===== config.mk =====
export PLATFORM = sky130hd
export DESIGN_NAME = adc_config_status_registers
export DESIGN_NICKNAME = d
export VERILOG_FILES = /design/src/hdl/adc_cfg_pkg.sv /design/src/hdl/spi_serial_slave.sv /design/src/hdl/redundant_reg_store.sv /design/src/hdl/adc_config_status_registers.sv
export SDC_FILE = /design/constraint.sdc
export NUM_CORES = 1
export LEC_CHECK = 0
export ABC_CLOCK_PERIOD_IN_PS = 2950
export BUFFER_PORTS_ARGS = -buffer_cell sky130_fd_sc_hd__buf_2
export CAP_MARGIN = 0
export CELL_PAD_IN_SITES_DETAIL_PLACEMENT = 1
export CELL_PAD_IN_SITES_GLOBAL_PLACEMENT = 2
export CORE_MARGIN = 2
export CORE_UTILIZATION = 46
export CTS_CLUSTER_SIZE = 10
export DETAILED_ROUTE_END_ITERATION = 6
export PLACE_DENSITY = 0.95
export SYNTH_ARGS = -nofsm -noshare
export SYNTH_HDL_FRONTEND = slang
export SYNTH_SLANG_ARGS = --single-unit
export TNS_END_PERCENT = 100

===== constraint.sdc =====
create_clock -name sys_clk -period 2.95 [get_ports sys_clk]
set_clock_uncertainty 0.1 [all_clocks]
set_input_delay 0.4425 -clock sys_clk [delete_from_list [all_inputs] [get_ports sys_clk]]
set_output_delay 0.4425 -clock sys_clk [all_outputs]
set_load 0.01 [all_outputs]

===== src/hdl/adc_cfg_pkg.sv =====
/*
  Constants, field layout, reset values and encodings for the converter's
  serial configuration and status register bank.
  Assumes an 8-bit register space with 5-bit offsets reached over a
  four-wire serial port sampled in the sys_clk domain.
*/
package adc_cfg_pkg;

  ////////////////////////////////////////////////////////////////////////////
  // Register offsets
  localparam logic [4:0] OFS_MODE      = 5'h05;
  localparam logic [4:0] OFS_OUTCTL    = 5'h06;
  localparam logic [4:0] OFS_RED_LAST  = 5'h07;
  localparam logic [4:0] OFS_TEMP      = 5'h08;
  localparam logic [4:0] OFS_ERR       = 5'h09;
  localparam logic [4:0] OFS_RSVD      = 5'h0A;
  localparam logic [4:0] OFS_ID_FIRST  = 5'h17;
  localparam logic [4:0] OFS_ID_LAST   = 5'h1E;
  localparam logic [4:0] OFS_REV       = 5'h1F;

  localparam int RED_REGS = 8;

  ////////////////////////////////////////////////////////////////////////////
  // Field positions
  localparam int MODE_RSVD_BIT  = 5;
  localparam int MODE_SLEEP_BIT = 6;
  localparam int MODE_TEMP_BIT  = 7;
  localparam int FORCE_LSB      = 0;
  localparam int CURR_LSB       = 2;
  localparam int TERM_LSB       = 4;
  localparam int OMODE_LSB      = 6;

  ////////////////////////////////////////////////////////////////////////////
  // Reset values
  localparam logic [7:0] MODE_RST   = 8'h20;
  localparam logic [7:0] OUTCTL_RST = 8'h04;
  localparam logic [7:0] OTHER_RST  = 8'h00;
  localparam logic [7:0] ZERO_BYTE  = 8'h00;

  // Temperature code minus this figure gives degrees Celsius
  localparam int TEMP_OFFSET_C = 78;

  ////////////////////////////////////////////////////////////////////////////
  // Serial frame: 8 header bits {read, addr[6:0]} then 8 data bits
  localparam logic [2:0] LAST_BIT_IDX = 3'h7;
  localparam logic       RW_READ      = 1'b1;

  typedef enum logic [0:0] {
    SER_HDR  = 1'b0,
    SER_DATA = 1'b1
  } ser_state_t;

  typedef enum logic [1:0] {
    FORCE_OFF0 = 2'b00,
    FORCE_OFF1 = 2'b01,
    FORCE_LOW  = 2'b10,
    FORCE_HIGH = 2'b11
  } force_t;

  typedef enum logic [1:0] {
    TERM_NONE0 = 2'b00,
    TERM_NONE1 = 2'b01,
    TERM_200   = 2'b10,
    TERM_100   = 2'b11
  } term_t;

  typedef enum logic [1:0] {
    OMODE_SAMPLED = 2'b00,
    OMODE_TOGGLE  = 2'b01,
    OMODE_RAMP    = 2'b10,
    OMODE_MID     = 2'b11
  } omode_t;

  localparam logic [11:0] PAT_A     = 12'hAAA;
  localparam logic [11:0] PAT_B     = 12'h555;
  localparam logic [11:0] MID_SCALE = 12'h800;
  localparam logic [11:0] ALL_ONES  = 12'hFFF;
  localparam logic [11:0] ALL_ZERO  = 12'h000;

  function automatic logic [7:0] majority8(input logic [7:0] a,
                                           input logic [7:0] b,
                                           input logic [7:0] c);
    majority8 = (a & b) | (a & c) | (b & c);
  endfunction

  function automatic logic [7:0] red_reset(input logic [2:0] idx);
    if (idx == OFS_MODE[2:0])
      red_reset = MODE_RST;
    else if (idx == OFS_OUTCTL[2:0])
      red_reset = OUTCTL_RST;
    else
      red_reset = OTHER_RST;
  endfunction

endpackage


===== src/hdl/spi_serial_slave.sv =====
/*
  Serial port front end: decodes 16-bit frames into register writes and
  read addresses, and shifts read data out.
  Assumes spi_clk, spi_en_n and spi_din are synchronous to sys_clk and that
  each spi_clk level lasts at least two sys_clk cycles.
*/
`timescale 1ns/1ps
`default_nettype none
module spi_serial_slave
  import adc_cfg_pkg::*;
(
  input  wire logic       sys_clk,
  input  wire logic       reset_n,
  input  wire logic       spi_clk,
  input  wire logic       spi_en_n,
  input  wire logic       spi_din,
  input  wire logic [7:0] rd_data,
  output logic            spi_dout,
  output logic            wr_stb,
  output logic [6:0]      acc_addr,
  output logic [7:0]      wr_data
);

  ser_state_t  state_r;
  logic [2:0]  bit_cnt_r;
  logic [6:0]  shift_in_r;
  logic        rw_r;
  logic        clk_prev_r;
  logic        load_r;
  logic        first_fall_r;
  logic [7:0]  shift_out_r;
  logic        rise;
  logic        fall;

  assign rise     = spi_clk & ~clk_prev_r & ~spi_en_n;
  assign fall     = ~spi_clk & clk_prev_r & ~spi_en_n;
  assign spi_dout = shift_out_r[7];

  always_ff @(posedge sys_clk or negedge reset_n)
  begin
    if (!reset_n)
      clk_prev_r <= 1'b0;
    else
      clk_prev_r <= spi_clk;
  end

  ////////////////////////////////////////////////////////////////////////////
  // Frame sequencing; deselect aborts a partial frame without writing
  always_ff @(posedge sys_clk or negedge reset_n)
  begin
    if (!reset_n)
    begin
      state_r    <= SER_HDR;
      bit_cnt_r  <= 3'h0;
      shift_in_r <= 7'h00;
      rw_r       <= 1'b0;
      acc_addr   <= 7'h00;
      wr_data    <= 8'h00;
      wr_stb     <= 1'b0;
      load_r     <= 1'b0;
    end
    else
    begin
      wr_stb <= 1'b0;
      load_r <= 1'b0;
      if (spi_en_n)
      begin
        state_r   <= SER_HDR;
        bit_cnt_r <= 3'h0;
      end
      else if (rise)
      begin
        shift_in_r <= {shift_in_r[5:0], spi_din};
        bit_cnt_r  <= bit_cnt_r + 3'h1;
        case (state_r)
          SER_HDR:
          begin
            if (bit_cnt_r == LAST_BIT_IDX)
            begin
              state_r  <= SER_DATA;
              rw_r     <= shift_in_r[6];
              acc_addr <= {shift_in_r[5:0], spi_din};
              load_r   <= 1'b1;
            end
          end
          SER_DATA:
          begin
            if (bit_cnt_r == LAST_BIT_IDX)
            begin
              state_r <= SER_HDR;
              wr_data <= {shift_in_r, spi_din};
              wr_stb  <= (rw_r != RW_READ);
            end
          end
          default:
            state_r <= SER_HDR;
        endcase
      end
    end
  end

  ////////////////////////////////////////////////////////////////////////////
  // Read data: loaded once the address settles, first fall keeps the MSB
  always_ff @(posedge sys_clk or negedge reset_n)
  begin
    if (!reset_n)
    begin
      shift_out_r  <= 8'h00;
      first_fall_r <= 1'b0;
    end
    else if (spi_en_n)
    begin
      shift_out_r  <= 8'h00;
      first_fall_r <= 1'b0;
    end
    else if (load_r)
    begin
      shift_out_r  <= (rw_r == RW_READ) ? rd_data : 8'h00;
      first_fall_r <= 1'b1;
    end
    else if (fall)
    begin
      if (first_fall_r)
        first_fall_r <= 1'b0;
      else
        shift_out_r <= {shift_out_r[6:0], 1'b0};
    end
  end

endmodule
`default_nettype wire


===== src/hdl/redundant_reg_store.sv =====
/*
  Triple-redundant store for the writable configuration registers 0x00-0x07
  with majority-voted read-back and a copy-mismatch flag.
  Assumes writes arrive as single-cycle strobes from the serial front end.
*/
`timescale 1ns/1ps
`default_nettype none
module redundant_reg_store
  import adc_cfg_pkg::*;
(
  input  wire logic        sys_clk,
  input  wire logic        reset_n,
  input  wire logic        wr_en,
  input  wire logic [2:0]  wr_idx,
  input  wire logic [7:0]  wr_data,
  output logic [63:0]      voted_regs,
  output logic             mismatch
);

  logic [7:0] copy_a_r [0:RED_REGS-1];
  logic [7:0] copy_b_r [0:RED_REGS-1];
  logic [7:0] copy_c_r [0:RED_REGS-1];
  logic       diff;

  always_ff @(posedge sys_clk or negedge reset_n)
  begin
    if (!reset_n)
    begin
      for (int i = 0; i < RED_REGS; i++)
      begin
        copy_a_r[i] <= red_reset(3'(i));
        copy_b_r[i] <= red_reset(3'(i));
        copy_c_r[i] <= red_reset(3'(i));
      end
    end
    else if (wr_en)
    begin
      copy_a_r[wr_idx] <= wr_data;
      copy_b_r[wr_idx] <= wr_data;
      copy_c_r[wr_idx] <= wr_data;
    end
  end

  // Voting masks a single upset copy while the flag still reports it
  always_comb
  begin
    diff = 1'b0;
    for (int i = 0; i < RED_REGS; i++)
    begin
      voted_regs[i*8 +: 8] = majority8(copy_a_r[i], copy_b_r[i], copy_c_r[i]);
      diff = diff | (copy_a_r[i] != copy_b_r[i]) | (copy_a_r[i] != copy_c_r[i]);
    end
  end

  always_ff @(posedge sys_clk or negedge reset_n)
  begin
    if (!reset_n)
      mismatch <= 1'b0;
    else
      mismatch <= diff;
  end

endmodule
`default_nettype wire


===== src/hdl/adc_config_status_registers.sv =====
/*
  Configuration and status register bank of the converter: mode and output
  driver control, temperature readout, redundancy error flag, die identifier
  and revision, plus the output driver level and pattern control they steer.
  Assumes serial port pins and sample data are synchronous to sys_clk.
*/
`timescale 1ns/1ps
`default_nettype none
// Functional notes
// - Mode bit 6 at one puts the device to sleep, at zero keeps it active.
// - Mode bit 7 enables the temperature sensor, which keeps working during sleep.
// - Output control bits 1:0 pass data for 00/01, force all outputs low for 10, high for 11.
// - Output control bits 3:2 pick one of four drive current steps and reset to 01.
// - Output control bits 5:4 pick no termination for 00/01, 200 ohm for 10, 100 ohm for 11.
// - Output control bits 7:6 at 00 make the outputs carry sampled conversion data.
// - Register die_temperature_readout returns the temperature code, degrees Celsius being code minus 78.
// - Bit 0 of register redundancy_error_status flags any disagreement among copies of registers 0x00-0x07.
// - Upper bits of redundancy_error_status and all of reserved_status read zero and are written only with zeros.
// - Registers 0x17-0x1E are read-only and each hold one byte of the 64-bit die identifier.
// - Register 0x1F is read-only and returns the design revision code.
// - Host writes to the temperature, error and reserved status registers change nothing.
// - All registers are read over the serial port; only 0x00-0x07 are written over it.
module adc_config_status_registers
  import adc_cfg_pkg::*;
#(
  parameter logic [63:0] DIE_IDENT = 64'h0123456789ABCDEF, // Arbitrary value
  parameter logic [7:0]  DIE_REV   = 8'h01                 // Arbitrary value
)
(
  input  wire logic        sys_clk,
  input  wire logic        reset_n,
  input  wire logic        spi_clk,
  input  wire logic        spi_en_n,
  input  wire logic        spi_din,
  output logic             spi_dout,
  input  wire logic [11:0] sample_data_in,
  input  wire logic [7:0]  temp_code_in,
  output logic [11:0]      data_out,
  output logic             data_clk_out,
  output logic             sleep_mode,
  output logic             temp_sensor_en,
  output logic [1:0]       drive_current_code,
  output logic             term_200_en,
  output logic             term_100_en
);

  logic        wr_stb;
  logic [6:0]  acc_addr;
  logic [7:0]  wr_data;
  logic [7:0]  rd_data;
  logic [63:0] voted_regs;
  logic        mismatch;
  logic        red_wr;
  logic [7:0]  mode_reg;
  logic [7:0]  outctl_reg;
  logic [7:0]  temp_r;
  logic [11:0] ramp_r;
  logic        toggle_r;
  force_t      force_sel;
  omode_t      omode_sel;
  term_t       term_sel;
  logic [11:0] data_nxt;
  logic        clk_nxt;

  ////////////////////////////////////////////////////////////////////////////
  // Serial access
  spi_serial_slave u_serial (
    .sys_clk  (sys_clk),
    .reset_n  (reset_n),
    .spi_clk  (spi_clk),
    .spi_en_n (spi_en_n),
    .spi_din  (spi_din),
    .rd_data  (rd_data),
    .spi_dout (spi_dout),
    .wr_stb   (wr_stb),
    .acc_addr (acc_addr),
    .wr_data  (wr_data)
  );

  // Only 0x00-0x07 take writes; status and identity bytes ignore them
  assign red_wr = wr_stb && (acc_addr <= {2'b00, OFS_RED_LAST});

  redundant_reg_store u_store (
    .sys_clk    (sys_clk),
    .reset_n    (reset_n),
    .wr_en      (red_wr),
    .wr_idx     (acc_addr[2:0]),
    .wr_data    (wr_data),
    .voted_regs (voted_regs),
    .mismatch   (mismatch)
  );

  assign mode_reg   = voted_regs[OFS_MODE[2:0]*8 +: 8];
  assign outctl_reg = voted_regs[OFS_OUTCTL[2:0]*8 +: 8];

  ////////////////////////////////////////////////////////////////////////////
  // Read mux; unmapped offsets read zero
  always_comb
  begin
    rd_data = ZERO_BYTE;
    if (acc_addr[6:5] == 2'b00)
    begin
      if (acc_addr[4:0] <= OFS_RED_LAST)
        rd_data = voted_regs[acc_addr[2:0]*8 +: 8];
      else if (acc_addr[4:0] == OFS_TEMP)
        rd_data = temp_r;
      else if (acc_addr[4:0] == OFS_ERR)
        rd_data = {7'h00, mismatch};
      else if (acc_addr[4:0] == OFS_RSVD)
        rd_data = ZERO_BYTE;
      else if (acc_addr[4:0] >= OFS_ID_FIRST && acc_addr[4:0] <= OFS_ID_LAST)
        rd_data = DIE_IDENT[(acc_addr[4:0] - OFS_ID_FIRST)*8 +: 8];
      else if (acc_addr[4:0] == OFS_REV)
        rd_data = DIE_REV;
    end
  end

  ////////////////////////////////////////////////////////////////////////////
  // Mode controls
  always_ff @(posedge sys_clk or negedge reset_n)
  begin
    if (!reset_n)
    begin
      sleep_mode     <= 1'b0;
      temp_sensor_en <= 1'b0;
    end
    else
    begin
      sleep_mode     <= mode_reg[MODE_SLEEP_BIT];
      temp_sensor_en <= mode_reg[MODE_TEMP_BIT];
    end
  end

  // Sensor readout ignores sleep so it can be polled while asleep
  always_ff @(posedge sys_clk or negedge reset_n)
  begin
    if (!reset_n)
      temp_r <= ZERO_BYTE;
    else if (mode_reg[MODE_TEMP_BIT])
      temp_r <= temp_code_in;
    else
      temp_r <= ZERO_BYTE;
  end

  ////////////////////////////////////////////////////////////////////////////
  // Driver strength and termination
  assign term_sel = term_t'(outctl_reg[TERM_LSB +: 2]);

  always_ff @(posedge sys_clk or negedge reset_n)
  begin
    if (!reset_n)
    begin
      drive_current_code <= OUTCTL_RST[CURR_LSB +: 2];
      term_200_en        <= 1'b0;
      term_100_en        <= 1'b0;
    end
    else
    begin
      drive_current_code <= outctl_reg[CURR_LSB +: 2];
      term_200_en        <= (term_sel == TERM_200);
      term_100_en        <= (term_sel == TERM_100);
    end
  end

  ////////////////////////////////////////////////////////////////////////////
  // Output data path: force beats sleep, sleep beats the output mode
  assign force_sel = force_t'(outctl_reg[FORCE_LSB +: 2]);
  assign omode_sel = omode_t'(outctl_reg[OMODE_LSB +: 2]);

  always_ff @(posedge sys_clk or negedge reset_n)
  begin
    if (!reset_n)
    begin
      ramp_r   <= ALL_ZERO;
      toggle_r <= 1'b0;
    end
    else
    begin
      ramp_r   <= ramp_r + 12'h001;
      toggle_r <= ~toggle_r;
    end
  end

  always_comb
  begin
    data_nxt = ALL_ZERO;
    clk_nxt  = 1'b0;
    case (force_sel)
      FORCE_LOW:
      begin
        data_nxt = ALL_ZERO;
        clk_nxt  = 1'b0;
      end
      FORCE_HIGH:
      begin
        data_nxt = ALL_ONES;
        clk_nxt  = 1'b1;
      end
      default:
      begin
        if (!mode_reg[MODE_SLEEP_BIT])
        begin
          clk_nxt = ~toggle_r;
          case (omode_sel)
            OMODE_SAMPLED: data_nxt = sample_data_in;
            OMODE_TOGGLE:  data_nxt = toggle_r ? PAT_B : PAT_A;
            OMODE_RAMP:    data_nxt = ramp_r;
            OMODE_MID:     data_nxt = MID_SCALE;
            default:       data_nxt = ALL_ZERO;
          endcase
        end
      end
    endcase
  end

  always_ff @(posedge sys_clk or negedge reset_n)
  begin
    if (!reset_n)
    begin
      data_out     <= ALL_ZERO;
      data_clk_out <= 1'b0;
    end
    else
    begin
      data_out     <= data_nxt;
      data_clk_out <= clk_nxt;
    end
  end

endmodule
`default_nettype wire


Yosys cells after proc, flatten, opt, wreduce, memory -nomap -nowiden:

Cells that the tools add are included.

* input bits: 25
* output and inout port bits: 20
* bits in read-only memories: 0
* memories: 0
* bits in writable memories: 0
* logic and storage cells: 204
* bits in latches: 0
* register bits: 272

* eq/ne operators: 29
* divide/modulo/power cells: 0
* muxes and demuxes: 41
* bitwise gates (word level): 66
* magnitude comparators: 6
* reductions and logical operators: 11
* add/sub/neg operators: 3
* shift operators: 2
* $mul: 0

Operators by type and width (count)
* 8-bit bitwise AND: 24
* 64-bit bitwise mux: 3
* 8-bit inequality test: 16
* 8-bit OR: 16
* 8-bit two-way mux: 13
* 64-bit by 33-bit indexed part select with 8-bit output (first input constant): 1
* 64-bit by 7-bit indexed part select with 8-bit output: 1
* 12-bit case mux with 4 select lines: 1
* 8-bit demux with 3-bit select: 1
* 12-bit two-way mux: 2
* 12-bit case mux with 2 select lines: 1
* 1-bit two-way mux: 16
* 5-bit by 4-bit equality test with 1-bit output (second input constant): 3
* 1-bit OR: 15
* 12-bit by 1-bit adder with 12-bit output (second input constant): 1
* 2-bit equality test (second input constant): 6
* 4-bit AND reduction: 2
* 7-bit by 3-bit <= comparator with 1-bit output (second input constant): 1
* 3-bit two-way mux: 2
* 1-bit NOT: 6
* 5-bit by 5-bit subtractor with 6-bit output (second input constant): 1
* 5-bit equality test (second input constant): 1
* 5-bit >= comparator (second input constant): 1
* 5-bit by 3-bit <= comparator with 1-bit output (second input constant): 1
* 15 further kinds: 23

Logic depth before layout (Yosys ltp):

* word-level depth: 16
* gate-level depth with buffers: 8
* mapped depth without buffers: 7

Modules after synthesis:

From an unflattened synthesis, not the netlist that was laid out.

* cell total of the unflattened synthesis: 480
* area total of the unflattened synthesis: 6637.6 um^2

By module, submodules not included
* adc_config_status_registers: cells each 220, instances 1, seq. area each 1002.2 um^2, area an instance 2472.4 um^2
* redundant_reg_store: cells each 145, instances 1, seq. area each 1604.0 um^2, area an instance 2466.1 um^2
* spi_serial_slave: cells each 115, instances 1, seq. area each 975.9 um^2, area an instance 1699.1 um^2

Least setup slack after synthesis:

Ideal clock, no wire load.

* path type: register to register
* from: register u_serial.acc_addr[1]
* to: register u_serial.shift_out_r[0]
* cell stages (with the launch flop): 8
* period minus slack after synthesis: 2.045 ns
* data required time: 2.716 ns
* library setup time: 0.134 ns
* slack: 0.905 ns
* arrival: 1.811 ns
* path buffers: 2
* cell sequence: dfrtp_1 > clkbuf_8 > clkinv_1 > ha_1 > nor4bb_1 > clkbuf_1 > a2111oi_0 > a2bb2oi_1

* longest elaborated chain between the ends: 11
* elaborated cells between the ends (all ways): 21
* classes of those cells: add/sub: 1; order compare: 3; eq/ne: 4; shift: 2; mux: 10; reduce/logical: 1

Ends and longest elaborated chain
* from (decl): line spi_serial_slave.sv:20 `output logic [6:0] acc_addr,`
* from (signal assigned): line spi_serial_slave.sv:82 `acc_addr <= {shift_in_r[5:0], spi_din};`
* 5-bit by 5-bit subtractor with 6-bit output (tied with other cells): line adc_config_status_registers.sv:112 `rd_data = DIE_IDENT[(acc_addr[4:0] - OFS_ID_FIRST)*8 +: 8];`
* 64-bit by 33-bit indexed part select with 8-bit output (tied with other cells): line adc_config_status_registers.sv:112
* 8-bit two-way mux: line adc_config_status_registers.sv:111 `else if (acc_addr[4:0] >= OFS_ID_FIRST && acc_addr[4:0] <= OFS_ID_LAST)`
* 8-bit two-way mux: line adc_config_status_registers.sv:109 `else if (acc_addr[4:0] == OFS_RSVD)`
* 8-bit two-way mux: line adc_config_status_registers.sv:107 `else if (acc_addr[4:0] == OFS_ERR)`
* 8-bit two-way mux: line adc_config_status_registers.sv:105 `else if (acc_addr[4:0] == OFS_TEMP)`
* 8-bit two-way mux *: line adc_config_status_registers.sv:103 `if (acc_addr[4:0] <= OFS_RED_LAST)`
* 8-bit two-way mux *: line adc_config_status_registers.sv:101 `if (acc_addr[6:5] == 2'b00)`
* 8-bit two-way mux *: line spi_serial_slave.sv:118 `shift_out_r <= (rw_r == RW_READ) ? rd_data : 8'h00;`
* 8-bit two-way mux *: line spi_serial_slave.sv:116 `else if (load_r)`
* 8-bit two-way mux *: line spi_serial_slave.sv:111 `else if (spi_en_n)`
* to (signal assigned): line spi_serial_slave.sv:118
* to (signal assigned): line spi_serial_slave.sv:126 `shift_out_r <= {shift_out_r[6:0], 1'b0};`
* to (decl): line spi_serial_slave.sv:31 `logic [7:0] shift_out_r;`

Mark *: on every way between the ends. The rest lies on a longest branch, timed or not.
A chain may end at the register's enable or synchronous reset.

Worst setup path after layout:

* from: register u_serial.acc_addr[1]
* to: register u_serial.shift_out_r[6]

* longest elaborated chain between the ends: 11
* elaborated cells between the ends (all ways): 19
* classes of those cells: add/sub: 1; order compare: 3; eq/ne: 3; shift: 2; mux: 9; reduce/logical: 1

Ends and longest elaborated chain (line)
* 5-bit by 5-bit subtractor with 6-bit output (tied with other cells): adc_config_status_registers.sv:112
* 64-bit by 33-bit indexed part select with 8-bit output / 1-bit logical AND (equally long branches): adc_config_status_registers.sv:112, adc_config_status_registers.sv:111
* 8-bit two-way mux: adc_config_status_registers.sv:111
* 8-bit two-way mux: adc_config_status_registers.sv:109
* 8-bit two-way mux: adc_config_status_registers.sv:107
* 8-bit two-way mux: adc_config_status_registers.sv:105
* 8-bit two-way mux *: adc_config_status_registers.sv:103
* 8-bit two-way mux *: adc_config_status_registers.sv:101
* 8-bit two-way mux *: spi_serial_slave.sv:118
* 8-bit two-way mux *: spi_serial_slave.sv:116
* 8-bit two-way mux *: spi_serial_slave.sv:111

Marked as above.

==> results.sh <==
export IMPL_r2r_start="u_serial.acc_addr[1]$_DFFE_PN0P_"
export IMPL_insertion_delay_ns=0.42
export IMPL_ir_worst_vdd_v=0.000432
export IMPL_via_count=3974
export IMPL_cts_tree="built"
export IMPL_seq_area_um2=3580
export IMPL_grt_usage_pct=22.1
export IMPL_antennaDiodeCount=0
export IMPL_p_sw_uw=990
export IMPL_setup_viol=0
export IMPL_fin_setup_tns_ns=0
export IMPL_crit_required_ns=3.16
export IMPL_clk_pin_slew_worst_paths_ns=0.06
export IMPL_fill_cells=1400
export IMPL_first_global_vias=4378
export IMPL_cts_made_buffers=17
export IMPL_crit_path_end_kind="register"
export IMPL_fin_nets=551
export IMPL_hold_path_class="input port to register"
export IMPL_drt_initial_drc_count=208
export IMPL_overflow=0
export IMPL_cts_path_max_buffers=2
export IMPL_combPwrFrac_pct=3.5
export IMPL_tightest_slew_ns=0.809
export IMPL_cts_sinks=143
export IMPL_yosysSeqAreaShare_pct=56.2
export IMPL_clkPwrFrac_pct=50.1
export IMPL_multi_input_area_um2=2670
export IMPL_finalCriticalPeriod_ns=2.52
export IMPL_power_density_nw_per_um2=602
export IMPL_syn_area_per_cell_um2=13.7
export IMPL_synthTopCellsByArea="dfrtp_1 55%, mux2_2 16%, mux4_2 3.5%"
export IMPL_synthFlopType="dfrtp_1"
export IMPL_die_area_um2=14800
export IMPL_synth_edff_count=0
export IMPL_grt_pass1_wl_um=24300
export IMPL_holdWs_ns=0.0512
export IMPL_critPathLaunchType="register"
export IMPL_critical_path_class="register to register"
export IMPL_utilization_pct=54.2
export IMPL_min_from="spi_clk"
export IMPL_hold_viol=0
export IMPL_rsz0062_at_grt="no"
export IMPL_yosysUniqueCellTypes=51
export IMPL_swShare_pct=22.1
export IMPL_dp_hpwl_um=10400
export IMPL_syn2layout_area_growth_pct=16.6
export IMPL_hold_depth=1
export IMPL_drive_gt1_share_pct=38.2
export IMPL_cts_resized=0
export IMPL_maxCapViolCount=0
export IMPL_start_util_pct=46.5
export IMPL_yosysMostFrequentCell="dfrtp_1"
export IMPL_ant_nets=0
export IMPL_slew_limit_headroom_pct=46.1
export IMPL_row_count=43
export IMPL_gp_congestion=0.891
export IMPL_critical_path_startpoint="u_serial.acc_addr[1]$_DFFE_PN0P_"
export IMPL_synth_top_cell_by_area="dfrtp_1"
export IMPL_arrival_ns=2.73
export IMPL_wl_per_cell_um=21.3
export IMPL_cts_root_buf="clkbuf_16"
export IMPL_async_flop_share_pct=100
export IMPL_synth_seq_cells=143
export IMPL_status="finished, final reports clean"
export IMPL_core_um2=13700
export IMPL_period_share_pct=85.4
export IMPL_antenna_found_initial=0
export IMPL_synth_area_um2=6370
export IMPL_power_frac_seq_pct=46.4
export IMPL_yosys_warnings=0
export IMPL_cp_max_fo=13
export IMPL_r2r_cells=5
export IMPL_synth_cells=465
export IMPL_drc=0
export IMPL_die_width_um=122
export IMPL_drt_pass1_iter_count=4
export IMPL_p_leak_nw=3.63
export IMPL_via_per_inst=5.58
export IMPL_synth_top_cell_area_share_pct=55.0
export IMPL_power_internal_mw=3.48
export IMPL_htree_levels=4
export IMPL_syn_nets=497
export IMPL_slew_viol_final=0
export IMPL_wl_um=15100
export IMPL_max_freq_mhz=397
export IMPL_pin_count=45
export IMPL_dieHeight_um=122
export IMPL_grt_start_max_net_pins=85
export IMPL_io_buffers=44
export IMPL_synth_common_cells="140 x dfrtp_1, 92 x mux2_2, 40 x nand2_1, 23 x nor2_1"
[worst max-delay path, stage by stage, from the launching register on]
cell and delay, ns:
dfrtp_1 0.62, buf_4 0.36, mux4_1 0.61, mux2i_1 0.33, a21oi_1 0.16, a22o_1 0.22
[logic make-up (layout without fill, tap and decap cells)]
kind of cell / Yosys count / after routing / synth area share [%]
compound gates: 44 / 44 / 4.46
simple gates: 109 / 109 / 9.25
mux: 126 / 126 / 25.1
fa+ha+maj: 7 / 7 / 1.37
buf+inv: 24 / 91 / 1.98
xor+xnor: 12 / 12 / 1.65
flops: 143 / 143 / 56.2
[cell usage in the layout (no fill, tap or decap), types with 10 or more instances in the layout]
| cell | instances |
|---|---|
| mux4_2 | 10 |
| nand2_1 | 40 |
| mux2i_1 | 18 |
| clkbuf_16 | 17 |
| buf_2 | 43 |
| dfrtp_1 | 140 |
| o21ai_0 | 18 |
| mux2_2 | 92 |
| and2_1 | 12 |
| nor2_1 | 23 |
[power by group through the flow]
stage | Clock, mW | Sequential (mW) | Combinational, mW
after floorplan | 0 | 2.08 | 0.0681
after global placement | 0 | 2.10 | 0.148
after detailed placement | 0 | 2.11 | 0.159
after CTS | 2.28 | 2.07 | 0.162
after global routing | 2.36 | 2.08 | 0.176
final | 2.24 | 2.08 | 0.157
[timing repair]
action / in CTS / in global routing
buffers inserted: 0 / 0
hold endpoints to repair: 2 / 0
hold buffers: 1 / 0
[final timing paths]
check | to | slack, ns
setup / recovery | u_serial.shift_out_r[6]$_DFFE_PN0P_ | 0.43
hold / removal | u_serial.clk_prev_r$_DFF_PN0_ | 0.05
setup reg to reg | u_serial.shift_out_r[6]$_DFFE_PN0P_ | 0.43
hold reg to reg | drive_current_code[0]$_DFF_PN1_ | 0.27
max in group asynchronous | u_serial.state_r$_DFFE_PN0P_ | 1.44
min in group asynchronous | temp_sensor_en$_DFF_PN0_ | 0.52
[stage by stage]
step	setup WS (ns)	cell area [um^2]	cells	power, mW
after floorplan	0.905	6370	465	2.15
after global placement	0.572	6800	679	2.25
after detailed placement	0.435	6800	679	2.27
after CTS	0.432	7430	712	4.52
after global routing	0.288	7430	712	4.62
final	0.431	7430	712	4.47
[final cells by class]
class / instances / area share (%)
clock buffer: 20 / 6.28
clock inverter: 12 / 2.14
inverter: 5 / 0.252
multi-input combinational: 298 / 35.9
sequential: 143 / 48.2
tap: 180 / 3.03
timing repair buffer: 54 / 4.26
[flip-flops by register name, summed over array words and instances (netlist names), 2 cells and up]
name,flops
u_store.copy_c_r,64
u_serial.wr_data,8
u_serial.shift_in_r,7
ramp_r,12
temp_r,8
u_serial.acc_addr,7
drive_current_code,2
data_out,12
u_serial.shift_out_r,8
u_serial.bit_cnt_r,3
[routing by layer]
metal  track usage (%)  vias up  wire length (um)
li1                  -     1781                 -
met1              27.2     2083              6360
met2              37.8       82              7870
met3              5.10       28               495
met4              8.98        0               416
met5                 0        -                 0
No activity file was read; power rests on OpenSTA's default activity.
